## config.mk

```make
export PLATFORM = sky130hd
export DESIGN_NAME = port_c_e_pin_control
export DESIGN_NICKNAME = d
export VERILOG_FILES = /design/src/logic/port_pkg.sv /design/src/logic/port_c_e_pin_control.sv
export VERILOG_INCLUDE_DIRS = /design/src /design/src/logic
export SDC_FILE = /design/constraint.sdc
export NUM_CORES = 1
export LEC_CHECK = 0
export BUFFER_PORTS_ARGS = -buffer_cell sky130_fd_sc_hd__buf_2
export CAP_MARGIN = 20
export CORE_ASPECT_RATIO = 2
export CORE_MARGIN = 2
export CORE_UTILIZATION = 40
export DETAILED_ROUTE_END_ITERATION = 10
export GPL_TIMING_DRIVEN = 0
export HOLD_SLACK_MARGIN = 0.05
export PLACE_DENSITY = 0.6
export SLEW_MARGIN = 40
export SYNTH_ARGS = -nofsm -noshare
export SYNTH_HDL_FRONTEND = slang
export SYNTH_SLANG_ARGS = --single-unit
```

## constraint.sdc

```tcl
create_clock -name mclk -period 5.4 [get_ports mclk]
set_input_delay 0.27 -clock mclk [delete_from_list [all_inputs] [get_ports mclk]]
set_output_delay 0.27 -clock mclk [all_outputs]
set_load 0.03 [all_outputs]
```

## src/logic/port_consts.svh

```systemverilog
// Purpose: named constants for the port C / port E pin block
// Assumes: register index times four is the byte address
// Notes: definitions only
`ifndef PORT_CONSTS_SVH
`define PORT_CONSTS_SVH

`define ADDR_W          12
`define IDX_LSB         2
`define IDX_MSB         9
`define IDX_PORT_C_DATA 8'h07
`define IDX_PORT_D_DATA 8'h08
`define IDX_PORT_E_DATA 8'h09
`define IDX_PORT_C_DIR  8'h87
`define IDX_PORT_E_DIR  8'h89
`define IDX_ANALOG_CFG  8'h9F

`define PC_DIR_RST      8'hFF
`define PE_DIR_RST      3'h7
`define PCFG_RST        3'h0
`define LAT_COLD8       8'h00
`define LAT_COLD3       3'h0
`define ANALOG_LIMIT    3'h4

`define BIT_IBF         7
`define BIT_OBF         6
`define BIT_INPUT_OVERFLOW_FLAG        5
`define BIT_PSP         4

`define PIN_RD          0
`define PIN_WR          1
`define PIN_CS          2

`define PIN_TIMER1_CLK  0
`define PIN_TIMER1_OSC  1
`define PIN_CAPTURE_COMPARE_PWM_2        1
`define PIN_CAPTURE_COMPARE_PWM_1        2
`define PIN_SER_CLK     3
`define PIN_SER_DIN     4
`define PIN_USART_CLK   6
`define PIN_USART_DATA  7

`define RESP_OKAY       2'h0
`define RESP_SLVERR     2'h2
`define ALL_OFF8        8'hFF
`define ALL_ON8         8'h00

`endif

```

## src/logic/port_pkg.sv

```systemverilog
// Purpose: carrier and state types for the port C / port E pin block
// Assumes: constants header is on the include path
// Notes: types only
`include "port_consts.svh"
package port_pkg;

  typedef struct packed {
    logic               awvalid;
    logic [`ADDR_W-1:0] awaddr;
    logic               wvalid;
    logic [31:0]        wdata;
    logic [3:0]         wstrb;
    logic               bready;
    logic               arvalid;
    logic [`ADDR_W-1:0] araddr;
    logic               rready;
  } axi_req_t;

  typedef struct packed {
    logic        awready;
    logic        wready;
    logic        bvalid;
    logic [1:0]  bresp;
    logic        arready;
    logic        rvalid;
    logic [31:0] rdata;
    logic [1:0]  rresp;
  } axi_rsp_t;

  typedef struct packed {
    logic [7:0] sel;
    logic [7:0] oe;
    logic [7:0] out;
  } periph_req_t;

  typedef struct packed {
    logic timer1_clock_in;
    logic timer1_osc_in;
    logic capture_compare_pwm_2_in;
    logic capture_compare_pwm_1_in;
    logic serial_clock_in;
    logic serial_data_in;
    logic usart_clock_in;
    logic usart_data_in;
  } periph_lvl_t;

  typedef struct packed {
    logic [7:0]         pc_lat, pc_dir, pc_s1, pc_s2, pc_s3, pc_lvl, pc_out, pc_oe_n;
    logic [2:0]         pe_lat, pe_dir, pe_s1, pe_s2, pe_s3, pe_lvl, pe_out, pe_oe_n;
    logic [2:0]         pe_ana, pcfg;
    logic [7:0]         pd_olat, pd_ilat, pd_s1, pd_s2, pd_s3, pd_lvl, pd_out, pd_oe_n;
    logic               psp_en, input_full_flag, output_full_flag, input_overflow_flag, wr_act;
    logic [`ADDR_W-1:0] aw_addr;
    logic               aw_hold, w_hold, w_stb;
    logic [7:0]         wdata, rdata;
    logic               awready, wready, bvalid, arready, rvalid;
    logic [1:0]         bresp, rresp;
  } state_t;

endpackage : port_pkg

```

## src/logic/port_c_e_pin_control.sv

```systemverilog
// Purpose: port C and port E pins, parallel slave strobes, AXI4-Lite registers
// Assumes: pins are asynchronous; peripheral requests share mclk
// Notes: pin drives lag the registers by one cycle
`timescale 1ns/1ps
`default_nettype none
`include "port_consts.svh"

module port_c_e_pin_control (
  input  wire logic                  mclk,
  input  wire logic                  rstn,
  input  wire logic                  cold_rst,
  input  wire logic                  ce,
  input  wire port_pkg::axi_req_t    axi_req,
  output var  port_pkg::axi_rsp_t    axi_rsp,
  input  wire port_pkg::periph_req_t pc_periph,
  output var  port_pkg::periph_lvl_t pc_levels,
  input  wire logic [7:0]            pc_in,
  output logic [7:0]                 pc_out,
  output logic [7:0]                 pc_oe_n,
  input  wire logic [2:0]            pe_in,
  output logic [2:0]                 pe_out,
  output logic [2:0]                 pe_oe_n,
  output logic [2:0]                 pe_analog_sel,
  input  wire logic [7:0]            pd_in,
  output logic [7:0]                 pd_out,
  output logic [7:0]                 pd_oe_n
);

  port_pkg::state_t st_ff;
  port_pkg::state_t nxt_st;

  logic       aw_take;
  logic       w_take;
  logic       ar_take;
  logic       do_wr;
  logic       rd_act;
  logic       wr_act;
  logic       wr_end;
  logic [7:0] wd;
  logic [7:0] drv;
  logic [7:0] pe_f;

  // new level counts only once stages two and three agree
  function automatic logic [7:0] filt(input logic [7:0] old, input logic [7:0] s2,
                                      input logic [7:0] s3);
    filt = (s2 & s3) | (old & (s2 | s3));
  endfunction : filt

  function automatic logic [2:0] analog_mask(input logic [2:0] cfg);
    analog_mask = (cfg < `ANALOG_LIMIT) ? 3'h7 : 3'h0;
  endfunction : analog_mask

  function automatic logic [7:0] idx_of(input logic [`ADDR_W-1:0] a);
    idx_of = a[`IDX_MSB:`IDX_LSB];
  endfunction : idx_of

  function automatic logic is_mapped(input logic [`ADDR_W-1:0] a);
    logic [7:0] i;
    i = idx_of(a);
    is_mapped = (a[`ADDR_W-1:`IDX_MSB+1] == '0) && (a[`IDX_LSB-1:0] == '0) &&
                (i == `IDX_PORT_C_DATA || i == `IDX_PORT_D_DATA || i == `IDX_PORT_E_DATA ||
                 i == `IDX_PORT_C_DIR || i == `IDX_PORT_E_DIR || i == `IDX_ANALOG_CFG);
  endfunction : is_mapped

  function automatic logic [7:0] rd_mux(input logic [7:0] i, input port_pkg::state_t s);
    rd_mux = 8'h00;
    case (i)
      `IDX_PORT_C_DATA: rd_mux = s.pc_lvl;
      `IDX_PORT_D_DATA: rd_mux = s.pd_ilat;
      `IDX_PORT_E_DATA: rd_mux = {5'h00, s.pe_lvl & ~s.pe_ana};
      `IDX_PORT_C_DIR:  rd_mux = s.pc_dir;
      `IDX_PORT_E_DIR:  rd_mux = {s.input_full_flag, s.output_full_flag, s.input_overflow_flag, s.psp_en, 1'b0, s.pe_dir};
      `IDX_ANALOG_CFG:  rd_mux = {5'h00, s.pcfg};
      default:          rd_mux = 8'h00;
    endcase
  endfunction : rd_mux

  // latches keep their value unless the reset is a cold one
  function automatic port_pkg::state_t rst_state(input port_pkg::state_t cur,
                                                 input logic cold);
    port_pkg::state_t s;
    s = '0;
    s.pc_lat  = cold ? `LAT_COLD8 : cur.pc_lat;
    s.pe_lat  = cold ? `LAT_COLD3 : cur.pe_lat;
    s.pd_olat = cold ? `LAT_COLD8 : cur.pd_olat;
    s.pd_ilat = cold ? `LAT_COLD8 : cur.pd_ilat;
    s.pc_dir  = `PC_DIR_RST;
    s.pe_dir  = `PE_DIR_RST;
    s.pcfg    = `PCFG_RST;
    s.pe_ana  = analog_mask(`PCFG_RST);
    s.pc_oe_n = `ALL_OFF8;
    s.pe_oe_n = 3'h7;
    s.pd_oe_n = `ALL_OFF8;
    rst_state = s;
  endfunction : rst_state

  always_comb begin
    nxt_st = st_ff;
    wd     = st_ff.wdata;

    // input synchronisers
    nxt_st.pc_s1  = pc_in;
    nxt_st.pc_s2  = st_ff.pc_s1;
    nxt_st.pc_s3  = st_ff.pc_s2;
    nxt_st.pc_lvl = filt(st_ff.pc_lvl, st_ff.pc_s2, st_ff.pc_s3);
    nxt_st.pe_s1  = pe_in;
    nxt_st.pe_s2  = st_ff.pe_s1;
    nxt_st.pe_s3  = st_ff.pe_s2;
    pe_f          = filt({5'h00, st_ff.pe_lvl}, {5'h00, st_ff.pe_s2}, {5'h00, st_ff.pe_s3});
    nxt_st.pe_lvl = pe_f[2:0];
    nxt_st.pd_s1  = pd_in;
    nxt_st.pd_s2  = st_ff.pd_s1;
    nxt_st.pd_s3  = st_ff.pd_s2;
    nxt_st.pd_lvl = filt(st_ff.pd_lvl, st_ff.pd_s2, st_ff.pd_s3);

    // write channel
    aw_take = axi_req.awvalid && st_ff.awready;
    w_take  = axi_req.wvalid && st_ff.wready;
    do_wr   = st_ff.aw_hold && st_ff.w_hold && !st_ff.bvalid;
    if (st_ff.bvalid && axi_req.bready) begin
      nxt_st.bvalid = 1'b0;
    end
    if (aw_take) begin
      nxt_st.aw_addr = axi_req.awaddr;
      nxt_st.aw_hold = 1'b1;
    end
    if (w_take) begin
      nxt_st.wdata  = axi_req.wdata[7:0];
      nxt_st.w_stb  = axi_req.wstrb[0];
      nxt_st.w_hold = 1'b1;
    end
    if (do_wr) begin
      nxt_st.aw_hold = 1'b0;
      nxt_st.w_hold  = 1'b0;
      nxt_st.bvalid  = 1'b1;
      nxt_st.bresp   = is_mapped(st_ff.aw_addr) ? `RESP_OKAY : `RESP_SLVERR;
      // a write with lane 0 off is answered but changes nothing
      if (is_mapped(st_ff.aw_addr) && st_ff.w_stb) begin
        case (idx_of(st_ff.aw_addr))
          `IDX_PORT_C_DATA: nxt_st.pc_lat = wd;
          `IDX_PORT_E_DATA: nxt_st.pe_lat = wd[2:0];
          `IDX_PORT_C_DIR:  nxt_st.pc_dir = wd;
          `IDX_PORT_E_DIR: begin
            nxt_st.input_overflow_flag   = wd[`BIT_INPUT_OVERFLOW_FLAG];
            nxt_st.psp_en = wd[`BIT_PSP];
            nxt_st.pe_dir = wd[2:0];
          end
          `IDX_ANALOG_CFG: nxt_st.pcfg = wd[2:0];
          `IDX_PORT_D_DATA: begin
            nxt_st.pd_olat = wd;
            nxt_st.output_full_flag     = 1'b1;
          end
          default: nxt_st.pcfg = st_ff.pcfg;
        endcase
      end
    end
    nxt_st.awready = !nxt_st.aw_hold && !nxt_st.bvalid;
    nxt_st.wready  = !nxt_st.w_hold && !nxt_st.bvalid;

    // read channel; data is sampled at the address handshake
    ar_take = axi_req.arvalid && st_ff.arready;
    if (st_ff.rvalid && axi_req.rready) begin
      nxt_st.rvalid = 1'b0;
    end
    if (ar_take) begin
      nxt_st.rvalid = 1'b1;
      nxt_st.rdata  = is_mapped(axi_req.araddr) ? rd_mux(idx_of(axi_req.araddr), st_ff) : 8'h00;
      nxt_st.rresp  = is_mapped(axi_req.araddr) ? `RESP_OKAY : `RESP_SLVERR;
      if (is_mapped(axi_req.araddr) && idx_of(axi_req.araddr) == `IDX_PORT_D_DATA) begin
        nxt_st.input_full_flag = 1'b0;
      end
    end
    nxt_st.arready = !nxt_st.rvalid;

    // parallel slave strobes, all active low, gated by chip select
    rd_act = st_ff.psp_en && !st_ff.pe_lvl[`PIN_CS] && !st_ff.pe_lvl[`PIN_RD];
    wr_act = st_ff.psp_en && !st_ff.pe_lvl[`PIN_CS] && !st_ff.pe_lvl[`PIN_WR];
    wr_end = st_ff.wr_act && !wr_act;
    nxt_st.wr_act = wr_act;
    if (wr_act) begin
      nxt_st.pd_ilat = st_ff.pd_lvl;
    end
    if (wr_end) begin
      // hardware set wins over a same-cycle software clear
      nxt_st.input_full_flag = 1'b1;
      if (st_ff.input_full_flag) begin
        nxt_st.input_overflow_flag = 1'b1;
      end
    end
    // external read keeps the output flag clear even against a new write
    if (rd_act) begin
      nxt_st.output_full_flag = 1'b0;
    end
    if (!st_ff.psp_en) begin
      nxt_st.input_full_flag = 1'b0;
      nxt_st.output_full_flag = 1'b0;
    end
    nxt_st.pd_oe_n = rd_act ? `ALL_ON8 : `ALL_OFF8;
    nxt_st.pd_out  = st_ff.pd_olat;

    // port C drive: a selected peripheral decides direction itself
    drv = (pc_periph.sel & pc_periph.oe) | (~pc_periph.sel & ~st_ff.pc_dir);
    nxt_st.pc_oe_n = ~drv;
    nxt_st.pc_out  = (pc_periph.sel & pc_periph.oe & pc_periph.out) |
                     (~(pc_periph.sel & pc_periph.oe) & st_ff.pc_lat);

    // port E drive: off when analog or used as slave strobes
    nxt_st.pe_ana  = analog_mask(nxt_st.pcfg);
    nxt_st.pe_oe_n = ~(~st_ff.pe_dir & ~st_ff.pe_ana & {3{~st_ff.psp_en}});
    nxt_st.pe_out  = st_ff.pe_lat;
  end

  always_ff @(posedge mclk) begin
    if (!rstn) begin
      st_ff <= rst_state(st_ff, cold_rst);
    end else if (ce) begin
      st_ff <= nxt_st;
    end
  end

  assign axi_rsp.awready = st_ff.awready;
  assign axi_rsp.wready  = st_ff.wready;
  assign axi_rsp.bvalid  = st_ff.bvalid;
  assign axi_rsp.bresp   = st_ff.bresp;
  assign axi_rsp.arready = st_ff.arready;
  assign axi_rsp.rvalid  = st_ff.rvalid;
  assign axi_rsp.rdata   = {24'h000000, st_ff.rdata};
  assign axi_rsp.rresp   = st_ff.rresp;
  assign pc_out          = st_ff.pc_out;
  assign pc_oe_n         = st_ff.pc_oe_n;
  assign pe_out          = st_ff.pe_out;
  assign pe_oe_n         = st_ff.pe_oe_n;
  assign pe_analog_sel   = st_ff.pe_ana;
  assign pd_out          = st_ff.pd_out;
  assign pd_oe_n         = st_ff.pd_oe_n;

  // peripheral-facing levels of the shared port C pins
  assign pc_levels.timer1_clock_in          = st_ff.pc_lvl[`PIN_TIMER1_CLK];
  assign pc_levels.timer1_osc_in            = st_ff.pc_lvl[`PIN_TIMER1_OSC];
  assign pc_levels.capture_compare_pwm_2_in = st_ff.pc_lvl[`PIN_CAPTURE_COMPARE_PWM_2];
  assign pc_levels.capture_compare_pwm_1_in = st_ff.pc_lvl[`PIN_CAPTURE_COMPARE_PWM_1];
  assign pc_levels.serial_clock_in          = st_ff.pc_lvl[`PIN_SER_CLK];
  assign pc_levels.serial_data_in           = st_ff.pc_lvl[`PIN_SER_DIN];
  assign pc_levels.usart_clock_in           = st_ff.pc_lvl[`PIN_USART_CLK];
  assign pc_levels.usart_data_in            = st_ff.pc_lvl[`PIN_USART_DATA];
endmodule : port_c_e_pin_control
`default_nettype wire

```

==> results.md <==
- CTS tree: yes
- Reg2Reg Depth: 5
- RSZ-0062 raised after global routing: false
- Layout cell share with drive strength beyond 1: 25.9%
- Sink Count: roughly 190
- Initial antenna violation count: 0
- Sequential fraction of the synthesis area: about 47%
- First-iteration detailed-routing DRC count: around 350
- Synth area leaders: dfxtp_1, edfxtp_1, mux2i_1, buf_4, nand2_1
- Largest net degree at the start of global routing: 21
- Max_cap viols: 0
- Yosys cell types: 55
- Most common cell after layout, fill and taps aside: dfxtp_1
- Setup crit end kind: register
- Final hold vios: 0
- Post-CTS Hold Buffers: 0
- Post-synth top area share: 38.1%
- Starting Density: about two fifths
- Die ar.: about 0.023 mm2
- Startpoint types: register
- Post-synthesis cell count: 910
- Worst Path Required: about 5.5 ns
- Final TNS setup: 0 ns
- Post-Syn Area: 0.00867 mm2
- Register area: between 0.004 and 0.005 mm2
- Drt drc: 0
- Max Clk Rate: 444 MHz
- Cell depth of the worst min-delay path: 3
- Final ANT Viol Nets: 0
- Final setup vio count: 0
- Max Slew Vio Count: 0
- Total core area: 0.0214 mm2
- Worst-path maximum fanout: 8
- Synthesis warning total: 0
- Routed WL: 23.7 mm
- Vias/cell: 4.89
- Die Ht: about 210 um
- Leading area contributor after synthesis: dfxtp_1
- Multi-input logic area: 0.00378 mm2
- Vias in the first global route: ~6,500
- Via count: just under 7,000
- Worst VDD drop: 182 uV
- Final nets: around 1,200
- Hold Crit Class: primary input to register
- Number of buffers created by CTS: 17
- Synth Area per Inst: ~9.5 um2
- Root Buffer: clkbuf_16
- Number of placement rows: 76
- CP Class: register to register
- Pwr dens: slightly below 300 mW/mm2
- Die X: 108 um
- Worst-case clock buffer depth: 2
- Worst path arrival time: approximately 2.4 ns
- Clk_lat worst skew: 0.45 ns
- Clock skew: between 0.015 and 0.02 ns
- Total gr overflow: 0
- Routability cong.: a little over 0.9
- Most frequent cells in the layout: dfxtp_1, buf_2, nand2_1
- Area growth syn-to-layout: 20.5%
- Post-synthesis register bit count: 192
- Fin crit period: roughly 2.3 ns
- Port Buffers: approximately 150
- # Post-CTS Setup Buffers: 0
- First-pass GRT wire length: 35.9 mm
- Drt wl/cell: approximately 17 um
- Synth Flop Type: dfxtp_1
- Actual slew at the worst max-slew pin: 0.789 ns
- Total power: 3070 uW
- Leak Pwr: 0.00454 uW
- DP HPWL: around 19 mm
- Fin crit share: a little over two fifths
- Post-synth EDFFs: 27
- Synth async-reset ratio: 0%
- Drt pass-1 iters: 5
- Status: finished, final reports clean
- Rel. slew slack: 47.4%
- # diodes: 0
- # IOs: just over 200
- CTS clk-pin slew, worst paths: approximately 0.08 ns
- Aggregate global-route resource usage: a little over a fifth
- Post-CTS sizing: 0
- FILL cells: ~2,100
- H-tree Lvls: 4
-- registers in the layout, summed over array words and instances, names as in the netlist, named ones only --
name / count
pd_out: 8
pc_oe_n: 8
pe_analog_sel: 1
st_ff: 79
pc_levels: 7
wd: 8
pd_oe_n: 1
pc_out: 8
pe_oe_n: 3
nxt_st: 49
pe_out: 3
axi_rsp: 15
-- through the flow --
step	hold WS, ns	std cells	area, um2	setup slack (ns)	util (%)
2_1_floorplan	0.415	935	8760	3.23	-
3_3_place_gp	0.443	1355	9840	2.61	46.0
3_5_place_dp	0.454	1355	9860	3.14	46.1
5_1_grt	0.0673	1387	10500	2.96	48.8
6_report	0.0730	1387	10500	3.15	48.8
4_1_cts	0.0625	1387	10500	3.13	48.8
-- cells by family (layout without fill, tap and decap cells) --
kind of cell    count (synthesis)  in the layout  synth area share, %
other cells                     1             26               0.0432
mux                            76             76                 8.79
simple gates                  322            322                 19.8
buf+inv                       141            320                 10.2
flops                         192            192                 47.4
compound gates                178            178                 13.8
-- cells in the mapped netlist, types with 3 or more instances --
| cell type | count |
|---|---|
| and3_1 | 14 |
| and2_1 | 13 |
| nor2_1 | 12 |
| or4_1 | 5 |
| buf_2 | 7 |
| nand2b_1 | 7 |
| inv_1 | 5 |
| mux2i_1 | 75 |
| nor2b_1 | 75 |
| o221ai_1 | 3 |
| nand2_1 | 140 |
| buf_4 | 90 |
| o21a_1 | 3 |
| a22o_1 | 3 |
| o211a_1 | 9 |
| a22oi_1 | 8 |
| o21ai_0 | 64 |
| a21oi_1 | 10 |
| a21o_1 | 16 |
| edfxtp_1 | 27 |
| nor3_1 | 3 |
| dfxtp_1 | 165 |
| clkbuf_1 | 38 |
| nand3_1 | 35 |
| a21boi_0 | 45 |
-- path summary, 6_finish.rpt --
path,startpoint,slack [ns],endpoint
min reg2reg,st_ff[73],0.46,st_ff[65]
min,pd_in[2],0.07,nxt_st[79]
max reg2reg,st_ff[39],3.15,nxt_st[58]
max,st_ff[39],3.15,nxt_st[58]
-- metal layers --
layer / GRT usage, % / wire, um / vias to the layer above
li1: - / - / 3413
met1: 21.8 / 8640 / 3140
met2: 39.8 / 12800 / 191
met3: 4.35 / 1280 / 35
met4: 9.90 / 916 / 0
met5: 0 / 0 / -
-- worst max-delay path, stage by stage, from the launching register on --
cell	delay, ns
dfxtp_1	0.33
nor4_4	0.44
nand3_1	0.27
nor3_1	0.45
nand2_1	0.10
nand2_1	0.33
-- area by class of cell --
type,count,share of cell area (%)
buffer,136,8.27
clock inverter,13,1.35
timing repair buffer,147,7.04
tap,273,3.27
sequential,192,39.4
inverter,5,0.180
clock buffer,19,4.35
multi-input combinational,602,36.2
-- where the power goes --
part | internal (uW) | switching [uW] | total [uW] | leakage, uW
registers | 1480 | 26.5 | 1510 | 0.00161
logic | 125 | 180 | 305 | 0.00264
clock network | 646 | 613 | 1260 | 0.000293
total | 2250 | 820 | 3070 | 0.00454
No activity file was read; power rests on OpenSTA's default activity.
